### config.mk
export PLATFORM = sky130hd
export DESIGN_NAME = dbirq_top
export DESIGN_NICKNAME = d
export VERILOG_FILES = /design/src/logic/dbirq_pkg.sv /design/src/logic/dbirq_bank.sv /design/src/logic/dbirq_top.sv
export SDC_FILE = /design/constraint.sdc
export NUM_CORES = 1
export LEC_CHECK = 0
export BUFFER_PORTS_ARGS = -buffer_cell sky130_fd_sc_hd__clkbuf_2
export CORE_ASPECT_RATIO = 2
export CORE_MARGIN = 2
export CORE_UTILIZATION = 30
export CTS_CLUSTER_DIAMETER = 100
export CTS_CLUSTER_SIZE = 8
export DETAILED_ROUTE_END_ITERATION = 10
export PLACE_DENSITY = 0.6
export SLEW_MARGIN = 20
export SYNTH_ARGS = -nofsm -noshare
export SYNTH_HDL_FRONTEND = slang
export SYNTH_HIERARCHICAL = 1
export SYNTH_SLANG_ARGS = --single-unit
### constraint.sdc
create_clock -name pclk -period 2.4 [get_ports pclk]
set_input_delay 0.12 -clock pclk [delete_from_list [all_inputs] [get_ports pclk]]
set_output_delay 0.12 -clock pclk [all_outputs]
set_load 0.005 [all_outputs]
### src/logic/dbirq_pkg.sv
// Package of constants for the doorbell interrupt set and clear-gate block
package dbirq_pkg;

  // ****************************************************************
  // Widths
  // ****************************************************************
  localparam int unsigned ADDR_W = 8;
  localparam int unsigned DATA_W = 32;
  localparam int unsigned HALF_W = 16;
  localparam int unsigned EVT_W  = 4;

  // ****************************************************************
  // Register byte offsets
  // ****************************************************************
  localparam logic [ADDR_W-1:0] OFF_REQ_CLR  = 8'h70;
  localparam logic [ADDR_W-1:0] OFF_REQ_SET  = 8'h74;
  localparam logic [ADDR_W-1:0] OFF_GATE_CLR = 8'h78;
  localparam logic [ADDR_W-1:0] OFF_EVT_STAT = 8'h80;
  localparam logic [ADDR_W-1:0] OFF_EVT_EN   = 8'h84;

  // ****************************************************************
  // Field positions
  // ****************************************************************
  localparam int unsigned PRI_LSB     = 0;
  localparam int unsigned SEC_LSB     = 16;
  localparam int unsigned EVT_PRI_SET = 0;
  localparam int unsigned EVT_SEC_SET = 1;
  localparam int unsigned EVT_PRI_BLK = 2;
  localparam int unsigned EVT_SEC_BLK = 3;

  // ****************************************************************
  // Reset values
  // ****************************************************************
  localparam logic [HALF_W-1:0] REQ_RST      = 16'h0000;
  localparam logic [HALF_W-1:0] GATE_RST     = 16'hffff;
  localparam logic [EVT_W-1:0]  EVT_STAT_RST = 4'h0;
  localparam logic [EVT_W-1:0]  EVT_EN_RST   = 4'h0;
  localparam logic [DATA_W-1:0] RDATA_RST    = 32'h0000_0000;

endpackage

### src/logic/dbirq_bank.sv
// One side's request bits and clear-gate mask bits
`timescale 1ns/10ps
module dbirq_bank #(
  parameter int unsigned W = dbirq_pkg::HALF_W
) (
  input  wire logic         pclk,        // Core clock
  input  wire logic         presetn,     // Async reset, active low
  input  wire logic         set_wr,      // Write strobe to request-set port
  input  wire logic         clr_wr,      // Write strobe to request-clear port
  input  wire logic         gate_clr_wr, // Write strobe to gate-clear port
  input  wire logic [W-1:0] wdata,       // This side's half of write data
  output logic      [W-1:0] req_q,       // Request bits
  output logic      [W-1:0] gate_q,      // Clear-gate mask bits
  output logic              set_evt,     // A request bit newly set
  output logic              blk_evt      // A clear attempt was gated off
);
  import dbirq_pkg::*;

  typedef struct packed {
    logic [W-1:0] req;
    logic [W-1:0] gate;
  } dbirq_bank_s;

  dbirq_bank_s  st_q;
  dbirq_bank_s  st_d;
  logic [W-1:0] req_nx;
  logic [W-1:0] gate_nx;
  logic [W-1:0] newly;
  logic [W-1:0] blk;

  // ****************************************************************
  // Per-bit next state
  // ****************************************************************
  // Set beats clear; a zero in wdata leaves its bit alone
  for (genvar i = 0; i < W; i++) begin : g_bit
    assign req_nx[i]  = (set_wr & wdata[i]) |
                        (st_q.req[i] & ~(clr_wr & wdata[i] & ~st_q.gate[i]));
    assign gate_nx[i] = st_q.gate[i] & ~(gate_clr_wr & wdata[i]);
    assign newly[i]   = set_wr & wdata[i] & ~st_q.req[i];
    assign blk[i]     = clr_wr & wdata[i] & st_q.gate[i] & st_q.req[i];
  end

  // Fill next state
  always_comb begin
    st_d      = st_q;
    st_d.req  = req_nx;
    st_d.gate = gate_nx;
  end

  // Register state
  always_ff @(posedge pclk or negedge presetn) begin
    if (!presetn) begin
      st_q.req  <= REQ_RST;
      st_q.gate <= GATE_RST;
    end else begin
      st_q <= st_d;
    end
  end

  assign req_q   = st_q.req;
  assign gate_q  = st_q.gate;
  assign set_evt = |newly;
  assign blk_evt = |blk;

  // ****************************************************************
  // Checks
  // ****************************************************************
  property p_set_ones;
    @(posedge pclk) disable iff (!presetn)
    set_wr |=> ((req_q & $past(wdata)) == $past(wdata));
  endproperty
  a_set_ones: assert property (p_set_ones) else $error("set write missed a bit");

  property p_zero_hold;
    @(posedge pclk) disable iff (!presetn)
    set_wr |=> ((req_q & ~$past(wdata)) == ($past(req_q) & ~$past(wdata)));
  endproperty
  a_zero_hold: assert property (p_zero_hold) else $error("zero bit changed on set");

  property p_gate_clr;
    @(posedge pclk) disable iff (!presetn)
    gate_clr_wr |=> ((gate_q & $past(wdata)) == '0);
  endproperty
  a_gate_clr: assert property (p_gate_clr) else $error("gate bit not cleared");

  property p_gate_no_rise;
    @(posedge pclk) disable iff (!presetn)
    1'b1 |=> ((gate_q & ~$past(gate_q)) == '0);
  endproperty
  a_gate_no_rise: assert property (p_gate_no_rise) else $error("gate bit rose");

  property p_clr_blocked;
    @(posedge pclk) disable iff (!presetn)
    clr_wr |=> ((req_q & $past(gate_q)) == ($past(req_q) & $past(gate_q)));
  endproperty
  a_clr_blocked: assert property (p_clr_blocked) else $error("gated request cleared");

  property p_clr_allowed;
    @(posedge pclk) disable iff (!presetn)
    (clr_wr && !set_wr) |=> ((req_q & $past(wdata) & ~$past(gate_q)) == '0);
  endproperty
  a_clr_allowed: assert property (p_clr_allowed) else $error("ungated request kept");

endmodule

### src/logic/dbirq_top.sv
// Doorbell request set, request clear and clear-gate registers on APB
//
// Design decision made here: the APB slave port.
`timescale 1ns/10ps
module dbirq_top (
  input  wire logic                         pclk,     // Core clock, 250 MHz
  input  wire logic                         presetn,  // Async reset, active low
  input  wire logic                         psel,     // APB select
  input  wire logic                         penable,  // APB access phase
  input  wire logic                         pwrite,   // APB direction, 1 = write
  input  wire logic [dbirq_pkg::ADDR_W-1:0] paddr,    // APB byte address
  input  wire logic [dbirq_pkg::DATA_W-1:0] pwdata,   // APB write data
  output logic      [dbirq_pkg::DATA_W-1:0] prdata,   // APB read data
  output logic                              pready,   // APB ready
  output logic                              pslverr,  // APB error, unmapped
  output logic                              pri_req,  // Primary request pending
  output logic                              sec_req,  // Secondary request pending
  output logic                              irq       // Event interrupt, level
);
  import dbirq_pkg::*;

  typedef struct packed {
    logic [DATA_W-1:0] rdata;
    logic              ready;
    logic              err;
    logic [EVT_W-1:0]  stat;
    logic [EVT_W-1:0]  en;
    logic              irq;
    logic              pri;
    logic              sec;
  } dbirq_top_s;

  dbirq_top_s        st_q;
  dbirq_top_s        st_d;
  logic              wr_go;
  logic              rd_go;
  logic              hit;
  logic [HALF_W-1:0] pri_req_b;
  logic [HALF_W-1:0] pri_gate_b;
  logic [HALF_W-1:0] sec_req_b;
  logic [HALF_W-1:0] sec_gate_b;
  logic              pri_set_evt;
  logic              pri_blk_evt;
  logic              sec_set_evt;
  logic              sec_blk_evt;
  logic [EVT_W-1:0]  evt;
  logic [DATA_W-1:0] rd_mux;
  logic [HALF_W-1:0] pri_wd;
  logic [HALF_W-1:0] sec_wd;
  logic [EVT_W-1:0]  evt_wd;

  // ****************************************************************
  // APB decode
  // ****************************************************************
  // Write takes effect at the edge where pready is seen high
  assign wr_go = psel & penable & st_q.ready & pwrite;
  assign rd_go = psel & penable & ~st_q.ready;
  assign hit   = (paddr == OFF_REQ_CLR) | (paddr == OFF_REQ_SET) |
                 (paddr == OFF_GATE_CLR) | (paddr == OFF_EVT_STAT) |
                 (paddr == OFF_EVT_EN);

  // Each side's half of the write word, and the event field
  assign pri_wd = pwdata[PRI_LSB +: HALF_W];
  assign sec_wd = pwdata[SEC_LSB +: HALF_W];
  assign evt_wd = pwdata[EVT_W-1:0];

  // ****************************************************************
  // Primary and secondary banks, each owning its half of the word
  // ****************************************************************
  dbirq_bank #(.W(HALF_W)) u_pri (
    .pclk        (pclk),
    .presetn     (presetn),
    .set_wr      (wr_go & (paddr == OFF_REQ_SET)),
    .clr_wr      (wr_go & (paddr == OFF_REQ_CLR)),
    .gate_clr_wr (wr_go & (paddr == OFF_GATE_CLR)),
    .wdata       (pri_wd),
    .req_q       (pri_req_b),
    .gate_q      (pri_gate_b),
    .set_evt     (pri_set_evt),
    .blk_evt     (pri_blk_evt)
  );

  dbirq_bank #(.W(HALF_W)) u_sec (
    .pclk        (pclk),
    .presetn     (presetn),
    .set_wr      (wr_go & (paddr == OFF_REQ_SET)),
    .clr_wr      (wr_go & (paddr == OFF_REQ_CLR)),
    .gate_clr_wr (wr_go & (paddr == OFF_GATE_CLR)),
    .wdata       (sec_wd),
    .req_q       (sec_req_b),
    .gate_q      (sec_gate_b),
    .set_evt     (sec_set_evt),
    .blk_evt     (sec_blk_evt)
  );

  // ****************************************************************
  // Read mux
  // ****************************************************************
  always_comb begin
    rd_mux = RDATA_RST;
    case (paddr)
      OFF_REQ_CLR,
      OFF_REQ_SET:  rd_mux = {sec_req_b, pri_req_b};
      OFF_GATE_CLR: rd_mux = {sec_gate_b, pri_gate_b};
      OFF_EVT_STAT: rd_mux[EVT_W-1:0] = st_q.stat;
      OFF_EVT_EN:   rd_mux[EVT_W-1:0] = st_q.en;
      default:      rd_mux = RDATA_RST;
    endcase
  end

  assign evt[EVT_PRI_SET] = pri_set_evt;
  assign evt[EVT_SEC_SET] = sec_set_evt;
  assign evt[EVT_PRI_BLK] = pri_blk_evt;
  assign evt[EVT_SEC_BLK] = sec_blk_evt;

  // ****************************************************************
  // Next state: bus answer, event status, interrupt
  // ****************************************************************
  always_comb begin
    st_d       = st_q;
    st_d.ready = rd_go;
    if (rd_go) begin
      st_d.err   = ~hit;
      st_d.rdata = pwrite ? RDATA_RST : rd_mux;
    end
    // Sticky status: a new event beats a same-cycle clear
    if (wr_go && (paddr == OFF_EVT_STAT)) begin
      st_d.stat = st_q.stat & ~evt_wd;
    end
    st_d.stat = st_d.stat | evt;
    if (wr_go && (paddr == OFF_EVT_EN)) begin
      st_d.en = evt_wd;
    end
    st_d.irq = |(st_q.stat & st_q.en);
    st_d.pri = |pri_req_b;
    st_d.sec = |sec_req_b;
  end

  // Register state
  always_ff @(posedge pclk or negedge presetn) begin
    if (!presetn) begin
      st_q.rdata <= RDATA_RST;
      st_q.ready <= 1'b0;
      st_q.err   <= 1'b0;
      st_q.stat  <= EVT_STAT_RST;
      st_q.en    <= EVT_EN_RST;
      st_q.irq   <= 1'b0;
      st_q.pri   <= 1'b0;
      st_q.sec   <= 1'b0;
    end else begin
      st_q <= st_d;
    end
  end

  assign prdata  = st_q.rdata;
  assign pready  = st_q.ready;
  assign pslverr = st_q.err;
  assign irq     = st_q.irq;
  assign pri_req = st_q.pri;
  assign sec_req = st_q.sec;

  // ****************************************************************
  // Checks
  // ****************************************************************
  property p_rd_req;
    @(posedge pclk) disable iff (!presetn)
    (psel && penable && pready && !pwrite && (paddr == OFF_REQ_SET))
      |-> (prdata == {sec_req_b, pri_req_b});
  endproperty
  a_rd_req: assert property (p_rd_req) else $error("request read mismatch");

  property p_rd_gate;
    @(posedge pclk) disable iff (!presetn)
    (psel && penable && pready && !pwrite && (paddr == OFF_GATE_CLR))
      |-> (prdata == {sec_gate_b, pri_gate_b});
  endproperty
  a_rd_gate: assert property (p_rd_gate) else $error("gate read mismatch");

  property p_rd_clr_port;
    @(posedge pclk) disable iff (!presetn)
    (psel && penable && pready && !pwrite && (paddr == OFF_REQ_CLR))
      |-> (prdata == {sec_req_b, pri_req_b});
  endproperty
  a_rd_clr_port: assert property (p_rd_clr_port) else $error("clear-port read mismatch");

  // ****************************************************************
  // Checks on the bus answer
  // ****************************************************************
  property p_rdy_pulse;
    @(posedge pclk) disable iff (!presetn)
    pready |=> !pready;
  endproperty
  a_rdy_pulse: assert property (p_rdy_pulse) else $error("ready held too long");

  property p_rdy_cause;
    @(posedge pclk) disable iff (!presetn)
    pready |-> ($past(psel) && $past(penable));
  endproperty
  a_rdy_cause: assert property (p_rdy_cause) else $error("ready without access");

  property p_rdy_in_xfer;
    @(posedge pclk) disable iff (!presetn)
    pready |-> (psel && penable);
  endproperty
  a_rdy_in_xfer: assert property (p_rdy_in_xfer) else $error("ready outside transfer");

  property p_idle_no_rdy;
    @(posedge pclk) disable iff (!presetn)
    !psel |=> !pready;
  endproperty
  a_idle_no_rdy: assert property (p_idle_no_rdy) else $error("ready from idle bus");

  property p_err_map;
    @(posedge pclk) disable iff (!presetn)
    (psel && penable && pready) |-> (pslverr == !hit);
  endproperty
  a_err_map: assert property (p_err_map) else $error("error flag wrong");

  property p_wr_zero;
    @(posedge pclk) disable iff (!presetn)
    (psel && penable && pready && pwrite) |-> (prdata == '0);
  endproperty
  a_wr_zero: assert property (p_wr_zero) else $error("write answer not zero");

  property p_unmap_zero;
    @(posedge pclk) disable iff (!presetn)
    (psel && penable && pready && !hit) |-> (prdata == '0);
  endproperty
  a_unmap_zero: assert property (p_unmap_zero) else $error("unmapped answer not zero");

  // ****************************************************************
  // Checks on register effects
  // ****************************************************************
  property p_pri_set;
    @(posedge pclk) disable iff (!presetn)
    (wr_go && (paddr == OFF_REQ_SET)) |=> ((pri_req_b & $past(pri_wd)) == $past(pri_wd));
  endproperty
  a_pri_set: assert property (p_pri_set) else $error("primary set missed");

  property p_sec_set;
    @(posedge pclk) disable iff (!presetn)
    (wr_go && (paddr == OFF_REQ_SET)) |=> ((sec_req_b & $past(sec_wd)) == $past(sec_wd));
  endproperty
  a_sec_set: assert property (p_sec_set) else $error("secondary set missed");

  property p_pri_indep;
    @(posedge pclk) disable iff (!presetn)
    (wr_go && (paddr == OFF_REQ_SET) && (pri_wd == '0)) |=> $stable(pri_req_b);
  endproperty
  a_pri_indep: assert property (p_pri_indep) else $error("primary half disturbed");

  property p_sec_indep;
    @(posedge pclk) disable iff (!presetn)
    (wr_go && (paddr == OFF_REQ_SET) && (sec_wd == '0)) |=> $stable(sec_req_b);
  endproperty
  a_sec_indep: assert property (p_sec_indep) else $error("secondary half disturbed");

  property p_pri_gate_clr;
    @(posedge pclk) disable iff (!presetn)
    (wr_go && (paddr == OFF_GATE_CLR)) |=> ((pri_gate_b & $past(pri_wd)) == '0);
  endproperty
  a_pri_gate_clr: assert property (p_pri_gate_clr) else $error("primary gate kept");

  property p_sec_gate_clr;
    @(posedge pclk) disable iff (!presetn)
    (wr_go && (paddr == OFF_GATE_CLR)) |=> ((sec_gate_b & $past(sec_wd)) == '0);
  endproperty
  a_sec_gate_clr: assert property (p_sec_gate_clr) else $error("secondary gate kept");

  property p_pri_clr_ok;
    @(posedge pclk) disable iff (!presetn)
    (wr_go && (paddr == OFF_REQ_CLR))
      |=> ((pri_req_b & $past(pri_wd) & ~$past(pri_gate_b)) == '0);
  endproperty
  a_pri_clr_ok: assert property (p_pri_clr_ok) else $error("primary clear missed");

  property p_sec_clr_ok;
    @(posedge pclk) disable iff (!presetn)
    (wr_go && (paddr == OFF_REQ_CLR))
      |=> ((sec_req_b & $past(sec_wd) & ~$past(sec_gate_b)) == '0);
  endproperty
  a_sec_clr_ok: assert property (p_sec_clr_ok) else $error("secondary clear missed");

  property p_pri_clr_gated;
    @(posedge pclk) disable iff (!presetn)
    (wr_go && (paddr == OFF_REQ_CLR))
      |=> ((pri_req_b & $past(pri_gate_b)) == ($past(pri_req_b) & $past(pri_gate_b)));
  endproperty
  a_pri_clr_gated: assert property (p_pri_clr_gated) else $error("primary gate ignored");

  property p_sec_clr_gated;
    @(posedge pclk) disable iff (!presetn)
    (wr_go && (paddr == OFF_REQ_CLR))
      |=> ((sec_req_b & $past(sec_gate_b)) == ($past(sec_req_b) & $past(sec_gate_b)));
  endproperty
  a_sec_clr_gated: assert property (p_sec_clr_gated) else $error("secondary gate ignored");

  property p_unmap_wr;
    @(posedge pclk) disable iff (!presetn)
    (wr_go && !hit) |=> ($stable(pri_req_b) && $stable(sec_req_b) &&
                         $stable(pri_gate_b) && $stable(sec_gate_b) && $stable(st_q.en));
  endproperty
  a_unmap_wr: assert property (p_unmap_wr) else $error("unmapped write took effect");

  property p_rd_no_change;
    @(posedge pclk) disable iff (!presetn)
    (psel && !pwrite) |=> ($stable(pri_req_b) && $stable(sec_req_b) &&
                           $stable(pri_gate_b) && $stable(sec_gate_b));
  endproperty
  a_rd_no_change: assert property (p_rd_no_change) else $error("read changed state");

  // ****************************************************************
  // Checks on events and outputs
  // ****************************************************************
  property p_pri_out;
    @(posedge pclk) disable iff (!presetn)
    1'b1 |=> (pri_req == ($past(pri_req_b) != '0));
  endproperty
  a_pri_out: assert property (p_pri_out) else $error("primary pending wrong");

  property p_sec_out;
    @(posedge pclk) disable iff (!presetn)
    1'b1 |=> (sec_req == ($past(sec_req_b) != '0));
  endproperty
  a_sec_out: assert property (p_sec_out) else $error("secondary pending wrong");

  property p_stat_sticky;
    @(posedge pclk) disable iff (!presetn)
    !(wr_go && (paddr == OFF_EVT_STAT))
      |=> ((st_q.stat & $past(st_q.stat)) == $past(st_q.stat));
  endproperty
  a_stat_sticky: assert property (p_stat_sticky) else $error("status bit dropped");

  property p_stat_set_wins;
    @(posedge pclk) disable iff (!presetn)
    (evt != '0) |=> ((st_q.stat & $past(evt)) == $past(evt));
  endproperty
  a_stat_set_wins: assert property (p_stat_set_wins) else $error("event not recorded");

  property p_en_write;
    @(posedge pclk) disable iff (!presetn)
    (wr_go && (paddr == OFF_EVT_EN)) |=> (st_q.en == $past(evt_wd));
  endproperty
  a_en_write: assert property (p_en_write) else $error("enable write lost");

  property p_irq;
    @(posedge pclk) disable iff (!presetn)
    1'b1 |=> (irq == (($past(st_q.stat) & $past(st_q.en)) != '0));
  endproperty
  a_irq: assert property (p_irq) else $error("interrupt level wrong");

  property p_irq_en;
    @(posedge pclk) disable iff (!presetn)
    irq |-> ($past(st_q.en) != '0);
  endproperty
  a_irq_en: assert property (p_irq_en) else $error("interrupt while disabled");

endmodule

==> out/metrics.cfg, run 1 <==
[power_and_ir_drop]
power.switching_mw=0.876
clkPwrFrac=0.414
ir_worst_vdd_v=0.000267
swShare=0.247
p_comb_frac=0.063
p_leak_nw=2.82
powerDensity_nw_per_um2=558
seqPwrFrac=0.523
p_int_mw=2.67

[floorplanning]
coreArea_um2=17700
die_area_um2=19200
die_h_um=194
io_pins=82
row_count=69
initial_core_util=0.305
die_w_um=98.9

[cells_and_area]
area_delta_synth_final_pct=17.4
drive_above_1_share=0.245
nets=673
finalCoreUtilization=0.358
num_antenna_cells=0

[logic_synthesis]
synthArstFlopShare=1.00
synth.largest_area_cell=dfrtp_1
yosysWarningCount=6
syn_inst=558
synth_seq_cells=109
syn-cell-area_um2=5400
synthTopCellsByCount=nand2_1 (102), o21ai_0 (79), dfrtp_1 (77)
synth_top_flop_cell=dfrtp_1
ys_seq_area_frac=0.512
synth_cell_types=39
yosysTopAreaCellShare=0.357
synth-edff-count=0
synthesis.nets=603
syn_avg_cell_area_um2=9.68
synthTopCellsByArea=dfrtp_1 (36%), dfstp_2 (16%), o21ai_0 (7.3%)
synth.most_common_cell=nand2_1

[drt]
routedWlPerCell_um=19.5
firstDrtPassIters=5
vias=4553
drcViolationCount=0
wl_mm=16.5
drt_iter0_markers=209
vias_per_cell=5.38
drtAntennaViolNets=0

[setup_path]
crit_type=flip-flop to flip-flop
r2r_start=pready
cp_max_fo=32
cp-end-kind=flip-flop
critical_path_required_ns=2.59
reg2reg_slack_ns=0.37
cp-start-kind=flip-flop
critical_path_arrival_ns=2.22
cp-startpoint=pready

[timing]
worst_pin_slew_ns=0.588
fmax_mhz=492
setup_viol=0
min_period_over_period=0.847
timing.final.crit_period_ns=2.03
setup-tns-final_ns=0
rsz0062_at_grt=no
hold_violations=1
slew_violations=0
hold_slack_ns=-0.00200
clock_skew_ns=0.0140
slew_headroom=0.608

[outcome]
run_status=complete, but fails checks
violations=hold timing

[global_route]
antenna_found_initial=0
grt_pass1_vias=4670
gr-usage-met2=0.316
grt_busiest_layer=met2
grt_pass1_wl_mm=25.7
gr-total-overflow=0
use_met3=0.0234
grtUsageTotal=0.172
grt_use_met1=0.186
grt_max_degree=52

[place]
io_buffers=81
gp_congestion=0.864
place.detailed.hpwl_mm=12.0

[cts]
clk_pin_slew_ns=0.08
cts_tree=built
cts.sink_count=109
htreeDepth=3
cts_resized=0
clkLatencyLatePin_ns=0.36
root_buffer=clkbuf_16
clockBufferDepth=2
cts_buffers=9

[flow_run]
maxCapViolations=0

[min_path]
hold_path.class=input pin to flip-flop
min_from=pwdata[6]

metal layers:
metal / vias to the layer above / wire [um]
li1: 2123 / -
met1: 2245 / 6080
met2: 142 / 9100
met3: 43 / 637
met4: 0 / 704
met5: - / 0
critical path: stages, from the launching register on:
cell and delay [ns]:
dfrtp_1 0.38, nand4_1 0.20, nor4_4 0.46, buf_12 0.23, nand2_1 0.07, o21ai_0 0.28
o21ai_0 0.21
kinds of logic (layout without fill, tap and decap cells):
kind of cell	Yosys count	after routing	synth area share
AO/OA/AOI/OAI	174	174	0.204
buffers and inverters	86	161	0.0912
flip-flops	109	109	0.512
multiplexers	8	8	0.0185
AND/OR/NAND/NOR	181	181	0.174
cell usage in the layout, fill, tap and decap left out, types with 11 or more instances in the layout:
master,n
nand2_1,102
clkbuf_2,80
o21ai_0,79
dfrtp_1,77
nand4_1,43
a22oi_1,34
a21boi_0,32
dfstp_2,32
inv_1,30
dlygate4sd3_1,21
buf_4,11
registers in the layout, indices dropped and copies added (netlist names):
signal / flops
irq: 1
prdata: 32
pready: 1
pri_req: 1
pslverr: 1
sec_req: 1
st_q: 8
u_pri/gate_q: 16
u_pri/req_q: 16
u_sec/gate_q: 16
u_sec/req_q: 16
power by group through the flow:
stage	sequential (mW)	combinational (mW)	clock (mW)
floorplan	1.89	0.0548	0
global route	1.85	0.249	1.56
finish	1.85	0.225	1.47
global placement	1.89	0.200	0
CTS	1.85	0.230	1.49
detailed placement	1.89	0.202	0
path summary, 6_finish.rpt:
kind / endpoint / cells after the start
max: u_pri/req_q[7] / 6
max reg2reg: u_pri/req_q[7] / 6
min in group asynchronous: prdata[15] / 2
min reg2reg: prdata[10] / 2
max in group asynchronous: u_sec/gate_q[11] / 3
min: u_pri/gate_q[6] / 2
final cells by class:
cell class / count / area, um2
Tap cell: 213 / 267
Clock inverter: 6 / 45.0
Inverter: 30 / 113
Multi-Input combinational cell: 363 / 2160
Clock buffer: 10 / 239
Timing Repair Buffer: 115 / 753
Fill cell: 1838 / 11400
Sequential cell: 109 / 2770
through the flow:
step	power (mW)	worst slack, ns	area [um2]	std cells
3_3_place_gp	2.09	0.423	5850	809
2_1_floorplan	1.94	0.229	5410	558
6_report	3.54	0.368	6340	846
3_5_place_dp	2.09	0.407	5850	809
5_1_grt	3.66	0.259	6340	846
4_1_cts	3.57	0.382	6340	846
what timing repair did:
item,CTS,global route
setup buffers,0,0
hold endpoints to repair,44,0
hold buffers,21,0
No activity file was read; power rests on OpenSTA's default activity.
==> run 2: changes to the inputs <==
--- a/config.mk
+++ b/config.mk
@@ -5,6 +5,7 @@
 export SDC_FILE = /design/constraint.sdc
 export NUM_CORES = 1
 export LEC_CHECK = 0
+export ABC_AREA = 1
 export BUFFER_PORTS_ARGS = -buffer_cell sky130_fd_sc_hd__clkbuf_2
 export CORE_ASPECT_RATIO = 2
 export CORE_MARGIN = 2
==> constraint.sdc (replaced) <==
create_clock -name pclk -period 1.65 [get_ports pclk]
set_input_delay 0.0825 -clock pclk [delete_from_list [all_inputs] [get_ports pclk]]
set_output_delay 0.0825 -clock pclk [all_outputs]
set_load 0.005 [all_outputs]
==> out/metrics.cfg, run 2 <==
[outcome]
run_status=complete, but fails checks
violations=setup timing

[cells_and_area]
fin_area_um2=7540  ; +19%
nets=922  ; +37%
layout_commonest_cell=nand2_1
drive_above_1_share=0.312  ; +0.0669
finalCoreUtilization=0.391  ; +0.0329
largest_reg_flops=32  ; unchanged
mostFrequentLayoutCells=nand2_1 (182), nor2_1 (113), clkbuf_2 (80)
num_antenna_cells=0  ; unchanged
area_delta_synth_final_pct=28.3

[setup_path]
cp-start-kind=flip-flop
cp_num_buf_inv=4  ; +3
rr_worst_depth=13  ; +7
cp-end-kind=flip-flop
reg2reg_slack_ns=-0.08  ; -0.45 ns
worstPathCellList=inv_1 -> nor3_2 -> inv_2 -> nor2_4 -> buf_6 -> buf_16 -> nand2_2 -> nor2_1 -> nor2_1 -> nand2_1 -> nor2_1 -> nand2_1 -> o21bai_1
critPathTopFamily=simple AND/OR/NAND/NOR gates
r2r_end=st_q[10]
critical_path_required_ns=1.93  ; -0.66 ns
r2r_start=pready
worst_path_most_repeated_cell=nor2_1
crit_type=flip-flop to flip-flop
cp_max_fo=7  ; -78%
crit_path_top_delay_cell=dfrtp_1
critical_path_arrival_ns=2.02  ; -0.20 ns
slowest_delay_ns=0.35  ; -0.11 ns

[logic_synthesis]
synth_top_flop_cell=dfrtp_1
yosysTopAreaCellShare=0.328  ; -0.0288
synth.most_common_cell=nand2_1
syn_inst=753  ; +35%
synth_seq_cells=109  ; unchanged
syn-cell-area_um2=5880  ; +8.8%
synth_cell_types=26  ; -33%
synth.largest_area_cell=dfrtp_1
synthTopCellsByArea=dfrtp_1 (33%), dfstp_2 (14%), nand2_1 (13%)
yosysWarningCount=6  ; unchanged
synthTopCellsByCount=nand2_1 (199), nor2_1 (142), dfrtp_1 (77)
ys_seq_area_frac=0.471  ; -0.0414
synthArstFlopShare=1.00  ; unchanged
syn_avg_cell_area_um2=7.81  ; -19%
synthesis.nets=798  ; +32%
synth-edff-count=0  ; unchanged

[timing]
setup_viol=3  ; +3
hold_slack_ns=0.0117  ; +0.0137 ns
min_period_over_period=1.05  ; +0.204
slew_headroom=0.677  ; +0.0691
worst_pin_slew_ns=0.480  ; -0.108 ns
timing.final.crit_period_ns=1.73  ; -0.299 ns
setup-tns-final_ns=-0.178  ; -0.178 ns
slew_violations=0  ; unchanged
fmax_mhz=577  ; +17%
clock_skew_ns=0.0130  ; -0.00101 ns
hold_violations=0  ; -1
rsz0062_at_grt=yes
layout_setup_ws_ns=-0.0835  ; -0.451 ns

[cts]
htreeDepth=3  ; unchanged
cts.sink_count=109  ; unchanged
cts_buffers=9  ; unchanged
cts_tree=built
root_buffer=clkbuf_16
clockBufferDepth=2  ; unchanged
clk_pin_slew_ns=0.08  ; about the same
clkLatencyLatePin_ns=0.36  ; about the same

[power_and_ir_drop]
ir_worst_vdd_v=0.000480  ; +80%
p_leak_nw=3.16  ; +12%
powerDensity_nw_per_um2=680  ; +22%
finalPower_mw=5.13  ; +45%

[floorplanning]
die_area_um2=20800  ; +8.5%
io_pins=82  ; unchanged
row_count=72  ; +4.3%
coreArea_um2=19300  ; +8.9%
die_w_um=103  ; +4.1%
initial_core_util=0.305  ; -0.000360
die_h_um=202  ; +4.2%

[global_route]
grt_pass1_wl_mm=28.3  ; +10%
gr-total-overflow=0  ; unchanged
grtUsageTotal=0.182  ; +0.00973
grt_pass1_vias=5327  ; +14%
antenna_found_initial=0  ; unchanged
grt_max_degree=45  ; -13%

[drt]
vias_per_cell=4.64  ; -14%
drcViolationCount=0  ; unchanged
routedWlPerCell_um=15.9  ; -19%
drtAntennaViolNets=0  ; unchanged
firstDrtPassIters=4  ; -1
wl_mm=18.1  ; +9.9%
drt_iter0_markers=276  ; +32%
vias=5296  ; +16%

[place]
io_buffers=81  ; unchanged
dpl_cell_area_um2=6650  ; +14%
gp_congestion=0.891  ; +3.2%
place.detailed.hpwl_mm=13.2  ; +10%

[min_path]
min_from=pwdata[25]
min_path_cells=2  ; unchanged
hold_path.class=input pin to flip-flop
min_to=u_sec/gate_q[9]

[flow_run]
maxCapViolations=0  ; unchanged

run 2: cell count changes after synthesis, sizes merged, moves of 29 or more:
cell   before  now
o21ai      82   35
a22oi      34    0
nand2     103  226
nor2        2  157
a21oi       1   30
nand3       0   42
nand4      43    2
run 2: metrics by stage:
stage | setup WS (ns) | instances
6_report | -0.0835 | 1141
5_1_grt | -0.192 | 1141
4_1_cts | -0.0191 | 1139
3_5_place_dp | -0.139 | 1085
3_3_place_gp | -0.0959 | 1085
2_1_floorplan | 0.0229 | 753
run 2: cells by family after synthesis:
| logic type | after synthesis | synth area share |
|---|---|---|
| AOI/OAI and AO/OA | 101 | 0.102 |
| buffers and inverters | 106 | 0.107 |
| DFF | 109 | 0.471 |
| and+or+nand+nor | 437 | 0.320 |
run 2: report_power, final:
part	internal [mW]	switching [mW]
clock network	1.06	1.02
logic	0.144	0.207
registers	2.69	0.00929
run 2: repair_timing:
item / CTS / global route
resized for setup: 47 / 20
gates cloned: 3 / 0
endpoints found under the hold margin: 127 / 0
setup endpoints to repair: 4 / 7
pin swaps: 35 / 6
hold buffers: 32 / 0
setup buffers: 3 / 3
run 2: final cells by class:
type	count	area, um2
Timing Repair Buffer	167	1320
Sequential cell	109	2770
Tap cell	259	324
Multi-Input combinational cell	538	2660
Fill cell	2038	11700
Clock inverter	4	25.0
Clock buffer	12	246
Inverter	52	195
run 2: how the worst max path moves through the flow:
| stage | startpoint | to | slack [ns] | cells past startpoint |
|---|---|---|---|---|
| after floorplan | pready | st_q[7] | 0.02 | 13 |
| after global placement | pready | st_q[7] | -0.1 | 12 |
| after detailed placement | pready | st_q[10] | -0.14 | 13 |
| after CTS | pready | st_q[10] | -0.02 | 13 |
| after global routing | pready | st_q[9] | -0.19 | 13 |
| final | pready | st_q[10] | -0.08 | 13 |
run 2: worst register-to-register path: stages (launching register included):
cell and delay, ns:
dfrtp_1 0.35, inv_1 0.05, nor3_2 0.20, inv_2 0.10, nor2_4 0.18, buf_6 0.17
buf_16 0.14, nand2_2 0.06, nor2_1 0.10, nor2_1 0.06, nand2_1 0.06, nor2_1 0.04
nand2_1 0.05, o21bai_1 0.10
run 2: routing by layer:
| metal | part of all wire | global-route usage |
|---|---|---|
| met1 | 0.35 | 0.180 |
| met2 | 0.57 | 0.349 |
| met3 | 0.026 | 0.0221 |
| met4 | 0.054 | 0.0996 |
| met5 | 0 | 0 |
==> run 3: changes to the inputs <==
--- a/config.mk
+++ b/config.mk
@@ -9,11 +9,11 @@
 export BUFFER_PORTS_ARGS = -buffer_cell sky130_fd_sc_hd__clkbuf_2
 export CORE_ASPECT_RATIO = 2
 export CORE_MARGIN = 2
-export CORE_UTILIZATION = 30
+export CORE_UTILIZATION = 35
 export CTS_CLUSTER_DIAMETER = 100
 export CTS_CLUSTER_SIZE = 8
 export DETAILED_ROUTE_END_ITERATION = 10
-export PLACE_DENSITY = 0.6
+export PLACE_DENSITY = 0.58
 export SLEW_MARGIN = 20
 export SYNTH_ARGS = -nofsm -noshare
 export SYNTH_HDL_FRONTEND = slang
==> out/metrics.cfg, run 3 (synthesis gave the netlist of run 2 again) <==
[outcome]
run_status=complete, but fails checks
violations=setup timing

[setup_path]
critical_path_arrival_ns=1.90  ; -0.12 ns
r2r_end=st_q[7]
reg2reg_slack_ns=-0.02  ; +0.06 ns
cp-start-kind=flip-flop
r2r_start=pready
rr_worst_depth=13  ; unchanged
cp-end-kind=flip-flop
crit_type=flip-flop to flip-flop
cp_max_fo=5  ; -2
critical_path_required_ns=1.88  ; -0.05 ns

[min_path]
min_path_cells=3  ; +1
hold_path.class=input pin to flip-flop
min_to=pready
min_from=penable

[global_route]
grt_pass1_wl_mm=25.9  ; -8.6%
grt_max_degree=35  ; -22%
grt_pass1_vias=5055  ; -5.1%
grtUsageTotal=0.183  ; +0.00107
antenna_found_initial=0  ; unchanged
gr-total-overflow=0  ; unchanged

[drt]
routedWlPerCell_um=14.4  ; -9.3%
vias=5109  ; -3.5%
wl_mm=15.6  ; -14%
firstDrtPassIters=6  ; +2
drt_iter0_markers=244  ; -12%
drtAntennaViolNets=0  ; unchanged
vias_per_cell=4.72  ; +1.7%
drcViolationCount=0  ; unchanged

[timing]
timing.final.crit_period_ns=1.67  ; -0.0639 ns
slew_headroom=0.725  ; +0.0486
slew_violations=0  ; unchanged
fmax_mhz=599  ; +3.8%
rsz0062_at_grt=yes
clock_skew_ns=0.00886  ; -0.00417 ns
setup_viol=1  ; -2
worst_pin_slew_ns=0.408  ; -0.0722 ns
min_period_over_period=1.01  ; -0.0387
hold_slack_ns=0.0874  ; +0.0757 ns
hold_violations=0  ; unchanged
layout_setup_ws_ns=-0.0196  ; +0.0639 ns

[power_and_ir_drop]
swShare=0.227  ; -0.0139
p_leak_nw=3.20  ; +1.3%
p_comb_frac=0.065  ; -0.003
powerDensity_nw_per_um2=710  ; +4.4%
seqPwrFrac=0.509  ; -0.017
power.switching_mw=1.20  ; -2.7%
clkPwrFrac=0.426  ; +0.020
p_int_mw=4.09  ; +5.1%
ir_worst_vdd_v=0.000572  ; +19%

[cells_and_area]
area_delta_synth_final_pct=26.9
num_antenna_cells=0  ; unchanged
fin_cells=1082  ; -5.2%
mostFrequentLayoutCells=nand2_1 (181), nor2_1 (121), clkbuf_2 (80)
drive_above_1_share=0.299  ; -0.0124
layout_commonest_cell=nand2_1
nets=915  ; -0.76%
nFillCells=1720  ; -16%
largest_reg_flops=32  ; unchanged

[cts]
root_buffer=clkbuf_16
cts.sink_count=109  ; unchanged
clockBufferDepth=2  ; unchanged
clkLatencyLatePin_ns=0.35  ; about the same
cts_tree=built
clk_pin_slew_ns=0.07  ; about the same
htreeDepth=3  ; unchanged
cts_buffers=9  ; unchanged

[place]
io_buffers=81  ; unchanged
dp.cells=1023  ; -5.7%
pre_cts_slack_ns=-0.0898  ; +0.0493 ns
gp_congestion=0.850  ; -4.7%
place.detailed.hpwl_mm=11.1  ; -16%

[floorplanning]
coreArea_um2=16600  ; -14%
die_w_um=95.6  ; -7.1%
die_area_um2=17900  ; -14%
initial_core_util=0.354  ; +0.0492
io_pins=82  ; unchanged
row_count=67  ; -6.9%
die_h_um=187  ; -7.3%

[flow_run]
maxCapViolations=0  ; unchanged

run 3: timing repair:
item                                   CTS  global route
endpoints found under the hold margin   57             0
buffers inserted                         5             3
gates cloned                             3             0
pin swaps                               34            35
setup endpoints to repair                4             6
hold buffers                            33             0
gates resized for setup                 28            37
run 3: cell type report:
cell class,count,area [um2],share of cell area
inverters,52,195,0.0262
multi-input cells,538,2660,0.357
flip-flops and latches,109,2770,0.371
clock inverters,5,57.6,0.00772
repair buffers,160,1260,0.169
clock buffers,11,253,0.0339
well taps,207,259,0.0347
run 3: layer usage:
metal,GRT usage,wire length [um]
met5,0,0
met4,0.0527,234
met3,0.0214,554
met2,0.297,7720
met1,0.255,7080
run 3: power by group through the flow:
| stage | sequential (mW) | clock, mW | combinational, mW |
|---|---|---|---|
| after global placement | 2.74 | 0 | 0.274 |
| after detailed placement | 2.74 | 0 | 0.277 |
| after CTS | 2.70 | 2.32 | 0.343 |
| after floorplan | 2.74 | 0 | 0.0713 |
| after global routing | 2.70 | 2.43 | 0.386 |
| final | 2.70 | 2.26 | 0.343 |
run 3: stage by stage:
stage               cell area (um2)  total power [mW]   util  TNS, ns
detailed placement             6490              3.02  0.391   -0.169
finish                         7460              5.29  0.449  -0.0196
floorplan                      5890              2.82      -        0
global placement               6490              3.02  0.391  -0.0389
CTS                            7340              5.36  0.442   -0.110
global route                   7460              5.51  0.449   -0.382
run 3: how the worst max path moves through the flow:
stage,endpoint,start,slack (ns),depth (start not counted)
floorplan,st_q[7],pready,0.02,13
global placement,st_q[10],paddr[1],-0.04,15
detailed placement,st_q[10],paddr[1],-0.09,15
CTS,st_q[7],pready,-0.05,13
global route,st_q[7],pready,-0.15,13
finish,st_q[7],pready,-0.02,13
run 3: worst max-delay path, stage by stage, from the launching register on:
cell	delay, ns
dfrtp_1	0.39
inv_2	0.07
nor3_4	0.04
inv_2	0.10
nor2_4	0.05
buf_6	0.13
buf_16	0.13
nand2_1	0.07
nor2_1	0.04
nor2_1	0.12
nand2_1	0.07
nor2_1	0.10
nand2_1	0.08
o21bai_1	0.16
